`src/core/btq_pkg.sv`:
```
`default_nettype none
package btq_pkg;
   // ************
   // trace record
   // ************
   localparam int REC_W = 70;
   localparam int ADDR_LSB = 46;
   localparam int DATA_LSB = 30;
   localparam int STAT_LSB = 16;
   localparam int PROBE_LSB = 0;
   localparam int STAT_W = 14;
   localparam int AUX_W = 5;
   localparam int TIMER_W = 24;
   localparam int PIN_W = 133;
   // ************
   // trace modes
   // ************
   localparam logic [1:0] MODE_NARROW = 2'h0;
   localparam logic [1:0] MODE_WIDE_DATA = 2'h1;
   localparam logic [1:0] MODE_WIDE_ALL = 2'h2;
   localparam logic [1:0] MODE_FULL_STAT = 2'h3;
   // ************
   // event groups and actions
   // ************
   localparam int NUM_GROUPS = 4;
   localparam int NUM_ACT = 6;
   localparam int ACT_BRK = 0;
   localparam int ACT_TRC = 1;
   localparam int ACT_TOT = 2;
   localparam int ACT_CNT = 3;
   localparam int ACT_RCT = 4;
   localparam int ACT_GRO = 5;
   localparam logic [1:0] GROUP_FIRST = 2'h0;
   localparam int LIMIT_W = 16;
   localparam logic [LIMIT_W-1:0] LIMIT_RESET = 16'h0000;
   localparam logic [TIMER_W-1:0] TIMER_RESET = 24'h000000;
   // ************
   // commands
   // ************
   typedef enum logic [2:0] {
      CMD_RUN = 3'b000,
      CMD_RUN_WITH_BREAKS = 3'b001,
      CMD_RUN_BREAKS_LOAD_VECTORS = 3'b010,
      CMD_RUN_NOBREAK_LOAD_VECTORS = 3'b011,
      CMD_STOP = 3'b100
   } btq_cmd_e;
endpackage
`default_nettype wire

```
`src/core/btq_record_mux.sv`:
```
`default_nettype none
module btq_record_mux
   import btq_pkg::*;
(
   input wire logic [1:0] mode,
   input wire logic [31:0] addr,
   input wire logic [31:0] data,
   input wire logic [2:0] functionCode,
   input wire logic readWrite,
   input wire logic targetOverlaySelect,
   input wire logic byteWord,
   input wire logic interruptPendingOut,
   input wire logic autovectorRequest,
   input wire logic [2:0] interruptLevel,
   input wire logic busErrorFlag,
   input wire logic accessViolationFlag,
   input wire logic operandStart,
   input wire logic transferAckHi,
   input wire logic transferAckLo,
   input wire logic transferSizeHi,
   input wire logic transferSizeLo,
   input wire logic readModifyWriteFlag,
   input wire logic cacheDisableIn,
   input wire logic [15:0] probeLines,
   input wire logic breakFlag,
   output logic [REC_W-1:0] record,
   output logic [AUX_W-1:0] aux
);
   logic [STAT_W-1:0] status;
   logic [15:0] probeField;

   // ************
   // status field, S15 and S3 are constant zero and not stored
   // ************
   always_comb
   begin
      if (mode == MODE_WIDE_ALL)
      begin
         status = {addr[31:24], functionCode, targetOverlaySelect,
            readWrite, byteWord};
      end
      else
      begin
         status = {interruptPendingOut, autovectorRequest, breakFlag,
            interruptLevel, busErrorFlag, accessViolationFlag,
            functionCode, targetOverlaySelect, readWrite,
            byteWord};
      end
   end

   // ************
   // probe field
   // ************
   always_comb
   begin
      if (mode == MODE_NARROW)
      begin
         probeField = probeLines;
      end
      else if (mode == MODE_FULL_STAT)
      begin
         probeField = {addr[31:24], readModifyWriteFlag, cacheDisableIn,
            probeLines[5:0]};
      end
      else
      begin
         probeField = data[15:0];
      end
   end

   // address low 24 and data high 16 are kept in every mode
   assign record = {addr[23:0], data[31:16], status, probeField};
   assign aux = {operandStart, transferAckHi, transferAckLo,
      transferSizeHi, transferSizeLo};
endmodule
`default_nettype wire

```
`src/core/btq_top.sv`:
```
`default_nettype none
module btq_top
   import btq_pkg::*;
(
   input wire logic ref_clk,
   input wire logic rstn,
   input wire logic busCycleDone,
   input wire logic [31:0] busAddr,
   input wire logic [31:0] busData,
   input wire logic [31:0] programCounter,
   input wire logic [2:0] functionCode,
   input wire logic readWrite,
   input wire logic targetOverlaySelect,
   input wire logic byteWord,
   input wire logic interruptPendingOut,
   input wire logic autovectorRequest,
   input wire logic [2:0] interruptLevel,
   input wire logic busErrorFlag,
   input wire logic accessViolationFlag,
   input wire logic operandStart,
   input wire logic transferAckHi,
   input wire logic transferAckLo,
   input wire logic transferSizeHi,
   input wire logic transferSizeLo,
   input wire logic readModifyWriteFlag,
   input wire logic cacheDisableIn,
   input wire logic [15:0] probeLines,
   input wire logic [1:0] traceMode,
   input wire logic cmdValid,
   input wire logic [2:0] cmdCode,
   input wire logic resetCharSeen,
   input wire logic stmtWrite,
   input wire logic [1:0] stmtGroup,
   input wire logic [NUM_ACT-1:0] stmtActions,
   input wire logic clearEventStatements,
   input wire logic clearAllGroups,
   input wire logic [1:0] clearGroup,
   input wire logic limitWrite,
   input wire logic [1:0] limitGroup,
   input wire logic [LIMIT_W-1:0] limitValue,
   input wire logic [NUM_ACT-1:0] eventHit,
   input wire logic [1:0] groupTarget,
   output logic emulating,
   output logic breaksEnabled,
   output logic cmdRefused,
   output logic loadVectors,
   output logic breakFired,
   output logic [31:0] reportPc,
   output logic [1:0] reportGroup,
   output logic [1:0] activeGroup,
   output logic sampleValid,
   output logic [REC_W-1:0] traceRecord,
   output logic [AUX_W-1:0] traceAux,
   output logic [TIMER_W-1:0] traceTime,
   output logic traceWrite,
   output logic tracingOn,
   output logic [LIMIT_W-1:0] eventCounter
);
   // ************
   // reset release and pin synchronisers
   // ************
   logic [1:0] rstPipe_reg;
   logic rstSyncN;
   logic [PIN_W-1:0] pinRaw;
   logic [PIN_W-1:0] pinMeta_reg;
   logic [PIN_W-1:0] pinSync_reg;
   logic doneLast_reg;
   logic sDone, sRw, sTgt, sBw, sIp, sAv, sBer, sMav;
   logic sOcs, sAckHi, sAckLo, sSizHi, sSizLo, sRmw, sCdis;
   logic [31:0] sAddr, sData, sPc;
   logic [2:0] sFc, sIpl;
   logic [15:0] sProbe;
   logic cycleEdge;

   always_ff @(posedge ref_clk or negedge rstn)
   begin
      if (!rstn)
         rstPipe_reg <= 2'h0;
      else
         rstPipe_reg <= {rstPipe_reg[0], 1'b1};
   end
   assign rstSyncN = rstPipe_reg[1];

   assign pinRaw = {busCycleDone, busAddr, busData, programCounter,
      functionCode, readWrite, targetOverlaySelect, byteWord,
      interruptPendingOut, autovectorRequest, interruptLevel,
      busErrorFlag, accessViolationFlag, operandStart, transferAckHi,
      transferAckLo, transferSizeHi, transferSizeLo, readModifyWriteFlag,
      cacheDisableIn, probeLines};

   // pins are held stable around the completion edge, so each bit
   // settles together after two stages
   always_ff @(posedge ref_clk or negedge rstSyncN)
   begin
      if (!rstSyncN)
      begin
         pinMeta_reg <= '0;
         pinSync_reg <= '0;
         doneLast_reg <= 1'b0;
      end
      else
      begin
         pinMeta_reg <= pinRaw;
         pinSync_reg <= pinMeta_reg;
         doneLast_reg <= sDone;
      end
   end

   assign {sDone, sAddr, sData, sPc, sFc, sRw, sTgt, sBw, sIp, sAv, sIpl,
      sBer, sMav, sOcs, sAckHi, sAckLo, sSizHi, sSizLo, sRmw, sCdis,
      sProbe} = pinSync_reg;
   assign cycleEdge = sDone && !doneLast_reg;

   // ************
   // snapshot of each completed bus cycle
   // ************
   logic [REC_W-1:0] recordNext;
   logic [AUX_W-1:0] auxNext;
   logic [TIMER_W-1:0] timer_reg;
   logic [31:0] pcSnap_reg;
   logic sampleValid_reg;

   btq_record_mux btq_record_mux_i (
      .mode(traceMode),
      .addr(sAddr),
      .data(sData),
      .functionCode(sFc),
      .readWrite(sRw),
      .targetOverlaySelect(sTgt),
      .byteWord(sBw),
      .interruptPendingOut(sIp),
      .autovectorRequest(sAv),
      .interruptLevel(sIpl),
      .busErrorFlag(sBer),
      .accessViolationFlag(sMav),
      .operandStart(sOcs),
      .transferAckHi(sAckHi),
      .transferAckLo(sAckLo),
      .transferSizeHi(sSizHi),
      .transferSizeLo(sSizLo),
      .readModifyWriteFlag(sRmw),
      .cacheDisableIn(sCdis),
      .probeLines(sProbe),
      .breakFlag(breakFired),
      .record(recordNext),
      .aux(auxNext)
   );

   always_ff @(posedge ref_clk or negedge rstSyncN)
   begin
      if (!rstSyncN)
         timer_reg <= TIMER_RESET;
      else
         timer_reg <= timer_reg + 24'h000001;
   end

   // comparators outside read traceRecord, so both see one snapshot
   always_ff @(posedge ref_clk or negedge rstSyncN)
   begin
      if (!rstSyncN)
      begin
         traceRecord <= '0;
         traceAux <= '0;
         traceTime <= TIMER_RESET;
         pcSnap_reg <= 32'h00000000;
         sampleValid_reg <= 1'b0;
      end
      else
      begin
         sampleValid_reg <= cycleEdge;
         if (cycleEdge)
         begin
            traceRecord <= recordNext;
            traceAux <= auxNext;
            traceTime <= timer_reg;
            pcSnap_reg <= sPc;
         end
      end
   end
   assign sampleValid = sampleValid_reg;

   // ************
   // statements and count limits per group
   // ************
   logic [NUM_ACT-1:0] actDefined_reg [NUM_GROUPS];
   logic [LIMIT_W-1:0] limit_reg [NUM_GROUPS];

   for (genvar g = 0; g < NUM_GROUPS; g++)
   begin : groupStore
      always_ff @(posedge ref_clk or negedge rstSyncN)
      begin
         if (!rstSyncN)
            actDefined_reg[g] <= '0;
         else if (clearEventStatements &&
            (clearAllGroups || clearGroup == 2'(g)))
            actDefined_reg[g] <= '0;
         else if (stmtWrite && stmtGroup == 2'(g))
            actDefined_reg[g] <= actDefined_reg[g] | stmtActions;
      end
      // comparator values ignore the clear command entirely
      always_ff @(posedge ref_clk or negedge rstSyncN)
      begin
         if (!rstSyncN)
            limit_reg[g] <= LIMIT_RESET;
         else if (limitWrite && limitGroup == 2'(g))
            limit_reg[g] <= limitValue;
      end
   end

   // ************
   // run control
   // ************
   logic isRun, isRunBrk, isVecBrk, isVecNoBrk, isStop;
   logic enterEmu, evalCycle;
   logic [NUM_ACT-1:0] fire;

   assign isRun = cmdValid && cmdCode == CMD_RUN;
   assign isRunBrk = cmdValid && cmdCode == CMD_RUN_WITH_BREAKS;
   assign isVecBrk = cmdValid && cmdCode == CMD_RUN_BREAKS_LOAD_VECTORS;
   assign isVecNoBrk = cmdValid && cmdCode == CMD_RUN_NOBREAK_LOAD_VECTORS;
   assign isStop = cmdValid && cmdCode == CMD_STOP;
   assign enterEmu = !emulating && (isRun || isRunBrk || isVecBrk ||
      isVecNoBrk);
   assign evalCycle = emulating && sampleValid_reg;
   assign fire = evalCycle ? (eventHit & actDefined_reg[activeGroup]) : '0;

   always_ff @(posedge ref_clk or negedge rstSyncN)
   begin
      if (!rstSyncN)
      begin
         emulating <= 1'b0;
         breaksEnabled <= 1'b0;
      end
      else if (enterEmu)
      begin
         emulating <= 1'b1;
         breaksEnabled <= isRunBrk || isVecBrk;
      end
      else if (emulating)
      begin
         if (isStop || resetCharSeen)
            emulating <= 1'b0;
         else if (fire[ACT_BRK] && breaksEnabled)
            emulating <= 1'b0;
         if (isRunBrk)
            breaksEnabled <= 1'b1;
         else if (isRun)
            breaksEnabled <= 1'b0;
      end
   end

   // a refused command leaves emulation untouched
   always_ff @(posedge ref_clk or negedge rstSyncN)
   begin
      if (!rstSyncN)
      begin
         cmdRefused <= 1'b0;
         loadVectors <= 1'b0;
      end
      else
      begin
         cmdRefused <= emulating && (isVecBrk || isVecNoBrk);
         loadVectors <= !emulating && (isVecBrk || isVecNoBrk);
      end
   end

   always_ff @(posedge ref_clk or negedge rstSyncN)
   begin
      if (!rstSyncN)
      begin
         breakFired <= 1'b0;
         reportPc <= 32'h00000000;
         reportGroup <= GROUP_FIRST;
      end
      else
      begin
         breakFired <= emulating && !isStop && !resetCharSeen &&
            fire[ACT_BRK] && breaksEnabled;
         if (emulating && fire[ACT_BRK] && breaksEnabled)
         begin
            reportPc <= pcSnap_reg;
            reportGroup <= activeGroup;
         end
      end
   end

   // ************
   // event group and counter
   // ************
   always_ff @(posedge ref_clk or negedge rstSyncN)
   begin
      if (!rstSyncN)
         activeGroup <= GROUP_FIRST;
      else if (enterEmu)
         activeGroup <= GROUP_FIRST;
      else if (fire[ACT_GRO])
         activeGroup <= groupTarget;
   end

   // reload wins over a count on the same cycle
   always_ff @(posedge ref_clk or negedge rstSyncN)
   begin
      if (!rstSyncN)
         eventCounter <= LIMIT_RESET;
      else if (enterEmu)
         eventCounter <= limit_reg[GROUP_FIRST];
      else if (fire[ACT_RCT])
         eventCounter <= limit_reg[activeGroup];
      else if (fire[ACT_CNT])
         eventCounter <= eventCounter - 16'h0001;
   end

   // ************
   // trace qualification
   // ************
   logic defTrc, defTot, toggleOn;

   assign defTrc = actDefined_reg[activeGroup][ACT_TRC];
   assign defTot = actDefined_reg[activeGroup][ACT_TOT];
   assign toggleOn = tracingOn ^ fire[ACT_TOT];

   // toggle starts off on entry and on each group change, so the new
   // group alone decides what is traced next
   always_ff @(posedge ref_clk or negedge rstSyncN)
   begin
      if (!rstSyncN)
         tracingOn <= 1'b0;
      else if (enterEmu || fire[ACT_GRO])
         tracingOn <= 1'b0;
      else if (fire[ACT_TOT])
         tracingOn <= !tracingOn;
   end

   // the cycle that turns tracing on is itself recorded
   always_comb
   begin
      if (!evalCycle)
         traceWrite = 1'b0;
      else if (!defTrc && !defTot)
         traceWrite = 1'b1;
      else
         traceWrite = (defTrc && fire[ACT_TRC]) ||
            (defTot && toggleOn);
   end
endmodule
`default_nettype wire

```
`config.mk`:
```
export PLATFORM = sky130hd
export DESIGN_NAME = btq_top
export DESIGN_NICKNAME = d
export VERILOG_FILES = /design/src/core/btq_pkg.sv /design/src/core/btq_record_mux.sv /design/src/core/btq_top.sv
export SDC_FILE = /design/constraint.sdc
export NUM_CORES = 1
export LEC_CHECK = 0
export BUFFER_PORTS_ARGS = -buffer_cell sky130_fd_sc_hd__buf_2
export CORE_UTILIZATION = 45
export DETAILED_ROUTE_END_ITERATION = 8
export GPL_TIMING_DRIVEN = 0
export PLACE_DENSITY = 0.7
export SLEW_MARGIN = 20
export SYNTH_ARGS = -nofsm -noshare
export SYNTH_HDL_FRONTEND = slang
export SYNTH_SLANG_ARGS = --single-unit
```
`constraint.sdc`:
```
create_clock -name ref_clk -period 26.1 [get_ports ref_clk]
set_clock_uncertainty 0.2 [all_clocks]
set_input_delay 1.305 -clock ref_clk [delete_from_list [all_inputs] [get_ports ref_clk]]
set_output_delay 1.305 -clock ref_clk [all_outputs]
set_load 0.03 [all_outputs]
```
==> results of run 1 <==
[final timing paths]
check / startpoint / endpoint / slack [ns] / depth (start not counted)
max in group asynchronous: rstPipe_reg[1] / pcSnap_reg[5] / 23.86 / 5
worst max-delay path: activeGroup[0] / traceWrite / 22.06 / 6
min in group ref_clk: pinMeta_reg[74] / pinSync_reg[74] / 0.14 / 0
worst min register to register: rstPipe_reg[1] / pinMeta_reg[73] / 0.04 / 0
worst min-delay path: rstPipe_reg[1] / pinMeta_reg[73] / 0.04 / 0
worst max register to register: emulating / eventCounter[7] / 23.62 / 4
[critical path, stage by stage (launching register included)]
cell	delay (ns)
dfrtp_1	0.34
buf_2	0.24
buf_2	0.39
mux4_2	0.38
a22o_1	0.24
o21a_1	0.16
buf_2	0.17
[layer usage]
| metal | track usage | wire, µm |
|---|---|---|
| met1 | 0.272 | 18800 |
| met2 | 0.345 | 22700 |
| met3 | 0.0573 | 3100 |
| met4 | 0.0822 | 1510 |
| met5 | 0 | 67 |
[cell usage in the layout (no fill, tap or decap), types with 4 or more instances in the layout]
cell | synthesis | layout
nand2_1 | 387 | 387
buf_16 | 0 | 9
clkbuf_1 | 35 | 46
mux4_2 | 22 | 22
nand3_1 | 17 | 17
a31oi_1 | 7 | 7
mux2_2 | 108 | 108
o21a_1 | 4 | 4
xnor2_1 | 25 | 25
a21oi_1 | 34 | 34
buf_1 | 4 | 4
o22a_1 | 6 | 6
buf_2 | 13 | 353
inv_1 | 4 | 4
and3_1 | 9 | 9
o211ai_1 | 7 | 7
dfrtp_1 | 571 | 570
diode_2 | 0 | 4
xor2_1 | 10 | 10
clkinv_2 | 0 | 12
nand2b_1 | 4 | 4
clkbuf_16 | 0 | 56
mux2i_1 | 27 | 27
nor2_1 | 42 | 42
o21ai_0 | 46 | 46
clkbuf_8 | 0 | 9
bufinv_16 | 0 | 10
nor2b_1 | 4 | 4
nand4_1 | 7 | 7
buf_4 | 5 | 5
[Yosys cell counts (all sizes together), types with 5 or more instances]
master  number
clkbuf      35
nand4        8
o22a         6
buf         24
inv          5
a21oi       35
dfrtp      571
xnor2       25
a31oi        7
nor2        43
xor2        10
mux2i       27
o21ai       46
and3         9
o211ai       7
nand2      387
mux2       108
nand3       20
mux4        22
[cells by family after synthesis]
group | share of synthesized area
AND/OR/NAND/NOR | 0.108
adder cells (fa/ha/maj) | 0.00127
multiplexers | 0.100
buffers and inverters | 0.0147
XOR/XNOR | 0.0155
flip-flops | 0.724
AO/OA/AOI/OAI | 0.0353
other | 0.000190
[power by group through the flow]
stage	clock [mW]	sequential, mW	combinational (mW)
after global placement	0	1.04	0.235
after global routing	0.922	1.02	0.285
final	0.865	1.01	0.261
after CTS	0.885	1.02	0.265
after detailed placement	0	1.03	0.263
after floorplan	0	1.09	0.102
[final cells by class]
class / count / area [µm²]
well taps: 585 / 732
repair buffers: 351 / 1990
clock buffers: 76 / 1570
diodes: 4 / 10.0
inverters: 5 / 18.8
fillers: 3532 / 18700
flip-flops and latches: 571 / 14300
clock inverters: 29 / 443
plain buffers: 59 / 272
multi-input cells: 813 / 5150
==> results.txt, run 1 <==
Synth Area per Inst - 13.6 µm²
period utilization - 0.155
post-route ant nets - 0
total grt overflow - 0
clk slew on worst S/H paths - 0.06 ns
Clk Latency, worst-skew pair - 0.61 ns
RSZ-0062 raised after global routing - no
# setup viols final - 0
1st-iter DRT viols - 748
CTS root buf - clkbuf_16
Syn-to-layout area delta - 24.1%
global-route wire length before repair - 72200 µm
htree depth - 2
Final TNS setup - 0 ns
clk buf depth - 3
Peak VDD IR - 74.6 µV
cells after synthesis - 1448
top-area cell type share of the netlist area - 0.724
antenna violations before repair - 8
Setup CP Type - register to primary output
routability cong. - 0.837
status - finished clean
post-route cell area - 0.0245 mm²
post-synth net total - 1632
clock sink count - 571
drt total wl - 46200 µm
vias in the first global route - 13136
Post-synth EDFFs - 0
sequential cell area fraction in the yosys report - 0.724
Final Hold Viols - 0
leakage power - 12.1 nW
Pre-Repair DR Iteration Count - 4
# port buffers - 340
final cell count without fillers - 2493
tightest hold margin - 0.0407 ns
Worst-Margin Slew - 1.06 ns
DP Worst Slack - 22.49 ns
layout cells sized above 1 - 0.321
Arrival @ worst endpoint - 2.53 ns
vias per cell - 4.96
TritonCTS Buffers - 56
Comb power frac - 0.122
sequential share of power - 0.474
switching pwr - 557 µW
# IOs - 341
Synthesis Warnings - 0
fraction of registers with async set or reset after synthesis - 1.00
Placeable Area - 0.0432 mm²
Slew Viols, Final - 0
total power draw - 2.14 mW
hold crit path type - register to async pin
total of max-cap violations - 0
internal power - 1.58 mW
# placed instances - 2384
Sw Ratio - 0.260
startpoint types - register
clock power share - 0.404
Synth Flop Type - dfrtp_1
crit path max fanout - 10
CTS tree - done
die area - 0.0447 mm²
Die Y-Extent - 211 µm
PD cells - 87.5 mW/mm²
HPWL Detailed - 31500 µm
post-synth top area cell - dfrtp_1
final core occ - 0.567
hold_buf cts - 0
row cnt - 76
minimum clock period - 4.04 ns
Worst Slack Setup Final - 22.06 ns
fmax - 248 MHz
register bit count reported by yosys - 571
post-CTS resize count - 0
Data required, critical path - 24.59 ns
Placed Area - 0.0225 mm²
via count - 12358
pin count of the biggest net entering global routing - 62
Slew headroom - 0.293
total track usage - 0.212
die extent in x - 211 µm
Yosys cell types - 55
Post-CTS Setup Repair Bufs - 0
# nets final - 2041
Initial Util - 0.457
Syn Std Cell Area - 0.0197 mm²
Worst Setup End Kind - primary output
DR WL/cell - 18.5 µm
main area contributors after synthesis - dfrtp_1 (72%), nand2_1 (7.4%), mux2_2 (6.2%), mux4_2 (2.5%), mux2i_1 (1.4%)
Post-route DRC - 0
(Power assumes the default switching activity.)
==> run 2: changes to the inputs <==
- PLACE_DENSITY: 0.7 -> 0.73
- clock period: 26.1 -> 3.7 ns (I/O delays scaled with it)
==> run 2 against run 1 <==
Effect of this change: sequential power grew to 7.1 times the previous value; wire length is 19% higher; via count increased by 14%; setup slack got worse by 22 ns; total power increased to 7.2 times the previous value; clock-buffer cell count up 12; clock power grew to 7.0 times the previous value; cell area is 12% higher; largest power group unchanged; highest routed layer unchanged.
==> results.txt, run 2 (synthesis results as in run 1) <==
period utilization - 0.853
layout cells sized above 1 - 0.279 (was 0.321)
top sig layer - met5 (unchanged)
post-CTS resize count - 0 (unchanged)
CP Launch Point - activeGroup[1] (was activeGroup[0])
Initial Util - 0.457 (unchanged)
Arrival @ worst endpoint - 3.43 ns (was 2.53 ns)
met2 wire length - 27800 µm (was 22700 µm)
post-route cell area - 0.0273 mm² (was 0.0245 mm²)
# IOs - 341 (unchanged)
final cell count without fillers - 2781 (was 2493)
clk slew on worst S/H paths - 0.06 ns (about the same)
total of max-cap violations - 0 (unchanged)
Pre-Repair DR Iteration Count - 5 (was 4)
die area - 0.0447 mm² (unchanged)
routability cong. - 0.830 (was 0.837)
Worst Setup End Kind - register (was primary output)
FILL cells - 3043 (was 3532)
startpoint types - register (unchanged)
Peak VDD IR - 487 µV (was 74.6 µV)
# placed instances - 2383 (was 2384)
row cnt - 76 (unchanged)
TritonCTS Buffers - 57 (was 56)
minimum clock period - 3.16 ns
total track usage - 0.252 (was 0.212)
CP endpoint - activeGroup[1] (was traceWrite)
vias in the first global route - 15229 (was 13136)
Final Hold Viols - 0 (unchanged)
Worst-Margin Slew - 0.960 ns (was 1.06 ns)
Placed Area - 0.0224 mm² (was 0.0225 mm²)
1st-iter DRT viols - 1025 (was 748)
RR Startpoint - activeGroup[1] (was emulating)
clock sink count - 571 (unchanged)
Die Y-Extent - 211 µm (unchanged)
hold depth - 2
final core occ - 0.633 (was 0.567)
post-route ant nets - 0 (unchanged)
R2R Setup Slk - 0.54 ns (was 23.62 ns)
total area of multi-input combinational cells - 0.00515 mm² (unchanged)
clk buf depth - 3 (unchanged)
Slew Viols, Final - 0 (unchanged)
hold crit path type - input port to register (was register to async pin)
fmax - 317 MHz
Final TNS setup - 0 ns (unchanged)
Data required, critical path - 3.98 ns (was 24.59 ns)
DR WL/cell - 19.8 µm (was 18.5 µm)
commonest non-fill, non-tap cells in the layout - dfrtp_1 (570), nand2_1 (387), buf_2 (353), dlygate4sd3_1 (289), mux2_2 (108) (was dfrtp_1 (570), nand2_1 (387), buf_2 (353), mux2_2 (108), clkbuf_16 (56))
Slew headroom - 0.358 (was 0.293)
# setup viols final - 0 (unchanged)
# port buffers - 340 (unchanged)
pin count of the biggest net entering global routing - 61 (was 62)
htree depth - 2 (unchanged)
PD cells - 563 mW/mm² (was 87.5 mW/mm²)
crit path max fanout - 10 (unchanged)
status - finished clean (unchanged)
Syn-to-layout area delta - 38.5% (was 24.1%)
Post-Route M1 WL - 21300 µm (was 18800 µm)
R2R depth - 8 (was 4)
RSZ-0062 raised after global routing - no (unchanged)
storage element area - 0.0143 mm² (unchanged)
leakage power - 13.3 nW (was 12.1 nW)
CTS root buf - clkbuf_16 (unchanged)
# nets final - 2330 (was 2041)
drt total wl - 55000 µm (was 46200 µm)
Post-route DRC - 0 (unchanged)
reg-to-reg endpoint - activeGroup[1] (was eventCounter[7])
met3 WL - 3560 µm (was 3100 µm)
Clk Latency, worst-skew pair - 0.63 ns (was 0.61 ns)
antenna violations before repair - 3 (was 8)
total grt overflow - 0 (unchanged)
die extent in x - 211 µm (unchanged)
Setup CP Type - register to register (was register to primary output)
CTS tree - done (unchanged)
global-route wire length before repair - 85000 µm (was 72200 µm)
commonest non-fill, non-tap cell in the layout - dfrtp_1 (unchanged)
via count - 14036 (was 12358)
vias per cell - 5.05 (was 4.96)
HPWL Detailed - 31100 µm (was 31500 µm)
Placeable Area - 0.0432 mm² (unchanged)
==> run 2: cell types whose count changed in the layout (fill, tap and decap cells not counted), sizes merged <==
cell	before	now
inv	7	9
bufinv	10	3
diode	4	3
clkinv	16	7
dlygate4sd3	0	289
buf	375	374
clkbuf	111	123
clkinvlp	1	4
==> run 2: critical path, cell delays in order, from the launching register on <==
cell and delay (ns):
dfrtp_1 0.37, buf_4 0.19, buf_2 0.34, mux4_2 0.35
and3_1 0.25, nand2_1 0.09, dlygate4sd3_1 0.55, a21oi_1 0.07
dlygate4sd3_1 0.60
==> run 2: how the worst min path moves through the flow <==
stage	from	endpoint	slack, ns
after detailed placement	rstn	rstPipe_reg[0]	-0.23
after global routing	busData[23]	pinMeta_reg[91]	0.004
after CTS	busAddr[22]	pinMeta_reg[122]	0.0004
after floorplan	rstn	rstPipe_reg[0]	-0.31
after global placement	rstn	rstPipe_reg[0]	-0.23
final	busData[11]	pinMeta_reg[79]	0.02
==> run 2: metrics by stage <==
step	setup WS, ns	hold slack [ns]	power (mW)
floorplan	-2.05	-0.311	8.41
global placement	-3.70	-0.229	9.00
detailed placement	1.08	-0.227	9.10
CTS	0.637	0.000395	15.3
global route	0.479	0.00367	16.0
finish	0.544	0.0174	15.4
==> run 2: report_power, final <==
| group | leakage (nW) | internal, mW | switching (mW) |
|---|---|---|---|
| Clock | 0.970 | 3.50 | 2.56 |
| Sequential | 6.95 | 6.80 | 0.388 |
| Combinational | 5.36 | 0.899 | 1.24 |
==> run 2: layout make-up <==
cell class                 instances  share of cell area
timing repair buffer             639               0.178
sequential                       571               0.523
buffer                            59             0.00994
clock inverter                    18             0.00884
antenna                            3            0.000275
clock buffer                      88              0.0642
inverter                           5            0.000687
tap                              585              0.0268
multi-input combinational        813               0.188
==> run 2: timing repair <==
item	in CTS	in global routing
endpoints found under the hold margin	247	3
hold buffers	286	3
setup buffers	0	0
==> run 2: per-layer routing <==
layer	GRT usage	up-vias
met1	0.308	7103
met4	0.110	4
li1	-	6237
met3	0.0623	150
met2	0.425	542
met5	0	-
==> run 3: changes to the inputs <==
- CELL_PAD_IN_SITES_DETAIL_PLACEMENT: unset -> 0
- CELL_PAD_IN_SITES_GLOBAL_PLACEMENT: unset -> 1
- CORE_UTILIZATION: 45 -> 41
- PLACE_DENSITY: 0.73 -> 0.8
==> run 3 against run 2 <==
Effect of this change: clock-buffer cell count shrank 17; sequential power hardly changed; cell area up 0.60%; critical path depth unchanged; maximum frequency rose by 2.6%; via count is 1.8% lower; critical path type unchanged.
==> results.txt, run 3 (synthesis results as in run 1) <==
status - finished clean (unchanged)
# nets final - 2331 (was 2330)
minimum clock period - 3.08 ns (was 3.16 ns)
post-route cell area - 0.0275 mm² (was 0.0273 mm²)
via count - 13777 (was 14036)
vias in the first global route - 15141 (was 15229)
Syn-to-layout area delta - 39.3% (was 38.5%)
die area - 0.0490 mm² (was 0.0447 mm²)
Initial Util - 0.414 (was 0.457)
Clk Latency, worst-skew pair - 0.63 ns (about the same)
Arrival @ worst endpoint - 3.38 ns (was 3.43 ns)
total of max-cap violations - 0 (unchanged)
Worst Setup End Kind - register (unchanged)
Final TNS setup - 0 ns (unchanged)
die extent in x - 221 µm (was 211 µm)
Data required, critical path - 4.00 ns (was 3.98 ns)
HPWL Detailed - 32100 µm (was 31100 µm)
Placed Area - 0.0225 mm² (was 0.0224 mm²)
htree depth - 2 (unchanged)
Setup CP Type - register to register (unchanged)
CTS tree - done (unchanged)
slowest cell delay on critical path - 0.59 ns (was 0.60 ns)
total power draw - 15.7 mW (was 15.4 mW)
Post-CTS Setup Repair Bufs - 0 (unchanged)
Post-route DRC - 0 (unchanged)
R2R depth - 8 (unchanged)
Placeable Area - 0.0476 mm² (was 0.0432 mm²)
row cnt - 80 (was 76)
CTS root buf - clkbuf_16 (unchanged)
Slowest cell on crit path - dlygate4sd3_1 (unchanged)
# IOs - 341 (unchanged)
DR WL/cell - 19.2 µm (was 19.8 µm)
post-route ant nets - 0 (unchanged)
total track usage - 0.225 (was 0.252)
clk buf depth - 3 (unchanged)
layout cells sized above 1 - 0.283 (was 0.279)
global-route wire length before repair - 85500 µm (was 85000 µm)
Worst-Margin Slew - 0.907 ns (was 0.960 ns)
PD cells - 571 mW/mm² (was 563 mW/mm²)
Slew Viols, Final - 0 (unchanged)
1st-iter DRT viols - 730 (was 1025)
hold crit path type - input port to register (unchanged)
total grt overflow - 0 (unchanged)
period utilization - 0.832 (was 0.853)
most numerous cell on the critical path - dlygate4sd3_1 (unchanged)
startpoint types - register (unchanged)
Pre-Repair DR Iteration Count - 5 (unchanged)
Slew headroom - 0.393 (was 0.358)
FILL cells - 3684 (was 3043)
commonest non-fill, non-tap cell in the layout - dfrtp_1 (unchanged)
pin count of the biggest net entering global routing - 62 (was 61)
worst path cell trace - buf_4 > buf_2 > mux4_2 > and3_1 > nand2_1 > dlygate4sd3_1 > a21oi_1 > dlygate4sd3_1 (unchanged)
clock sink count - 571 (unchanged)
hold_buf cts - 288 (was 286)
drt total wl - 53900 µm (was 55000 µm)
post-CTS resize count - 0 (unchanged)
clk slew on worst S/H paths - 0.06 ns (about the same)
leakage power - 13.4 nW (was 13.3 nW)
storage element area - 0.0143 mm² (unchanged)
Final Hold Viols - 0 (unchanged)
Die Y-Extent - 221 µm (was 211 µm)
hold depth - 2 (unchanged)
RSZ-0062 raised after global routing - no (unchanged)
TritonCTS Buffers - 58 (was 57)
Peak VDD IR - 477 µV (was 487 µV)
# setup viols final - 0 (unchanged)
fmax - 325 MHz (was 317 MHz)
crit path max fanout - 10 (unchanged)
vias per cell - 4.89 (was 5.05)
total area of multi-input combinational cells - 0.00515 mm² (unchanged)
routability cong. - 0.801 (was 0.830)
commonest non-fill, non-tap cells in the layout - dfrtp_1 (570), nand2_1 (387), buf_2 (353), dlygate4sd3_1 (288), mux2_2 (108) (was dfrtp_1 (570), nand2_1 (387), buf_2 (353), dlygate4sd3_1 (289), mux2_2 (108))
# port buffers - 340 (unchanged)
antenna violations before repair - 6 (was 3)
==> run 3: changes by cell type in the layout (fill, tap and decap cells not counted), moves of 2 or more <==
cell,previous run,this run
clkinv_2,4,16
bufinv_16,3,10
clkinvlp_4,4,2
clkbuf_8,21,9
clkbuf_1,45,39
diode_2,3,5
==> run 3: report_power, final <==
part	leakage [nW]	total [mW]	switching (mW)	internal, mW
clock	1.04	6.40	2.61	3.79
sequential	6.95	7.18	0.378	6.80
combinational	5.37	2.12	1.22	0.900
total	13.4	15.7	4.21	11.5
==> run 3: routing by layer <==
layer	up-vias	track usage	part of all wire	wire length [µm]
li1	6235	-	-	-
met5	-	0	0.00030	16
met3	117	0.0587	0.064	3450
met4	4	0.0864	0.035	1870
met2	396	0.378	0.50	26700
met1	7025	0.280	0.41	21900
==> run 3: worst paths after layout <==
path / slack [ns] / startpoint / to
min in group asynchronous: 0.18 / rstPipe_reg[1] / traceRecord[4]
max in group asynchronous: 1.90 / rstPipe_reg[1] / pcSnap_reg[3]
worst max register to register: 0.62 / activeGroup[1] / activeGroup[1]
worst min-delay path: 0.02 / probeLines[12] / pinMeta_reg[12]
worst max-delay path: 0.62 / activeGroup[1] / activeGroup[1]
worst min register to register: 0.15 / pinMeta_reg[22] / pinSync_reg[22]
==> run 3: final cells by class <==
type	instances	area share
multi-input cells	813	0.187
inverters	5	0.000683
flip-flops and latches	571	0.520
clock inverters	37	0.0184
diodes	5	0.000455
repair buffers	639	0.177
plain buffers	59	0.00988
well taps	615	0.0280
clock buffers	71	0.0579
==> run 3: critical path, delay by kind of cell (launching register included) <==
kind | cells | cell delay (ns)
AOI/OAI and AO/OA | 1 | 0.07
buffers and inverters | 4 | 1.65
DFF | 1 | 0.36
muxes | 1 | 0.36
and+or+nand+nor | 2 | 0.32
==> run 3: metrics by stage <==
step / hold WS, ns / worst slack (ns) / cells / utilization
finish: 0.0226 / 0.623 / 2815 / 0.577
global route: 0.00467 / 0.560 / 2812 / 0.577
CTS: 0.000127 / 0.645 / 2810 / 0.577
detailed placement: -0.227 / 1.18 / 2414 / 0.472
global placement: -0.229 / -3.82 / 2403 / 0.466
floorplan: -0.311 / -2.05 / 1448 / -
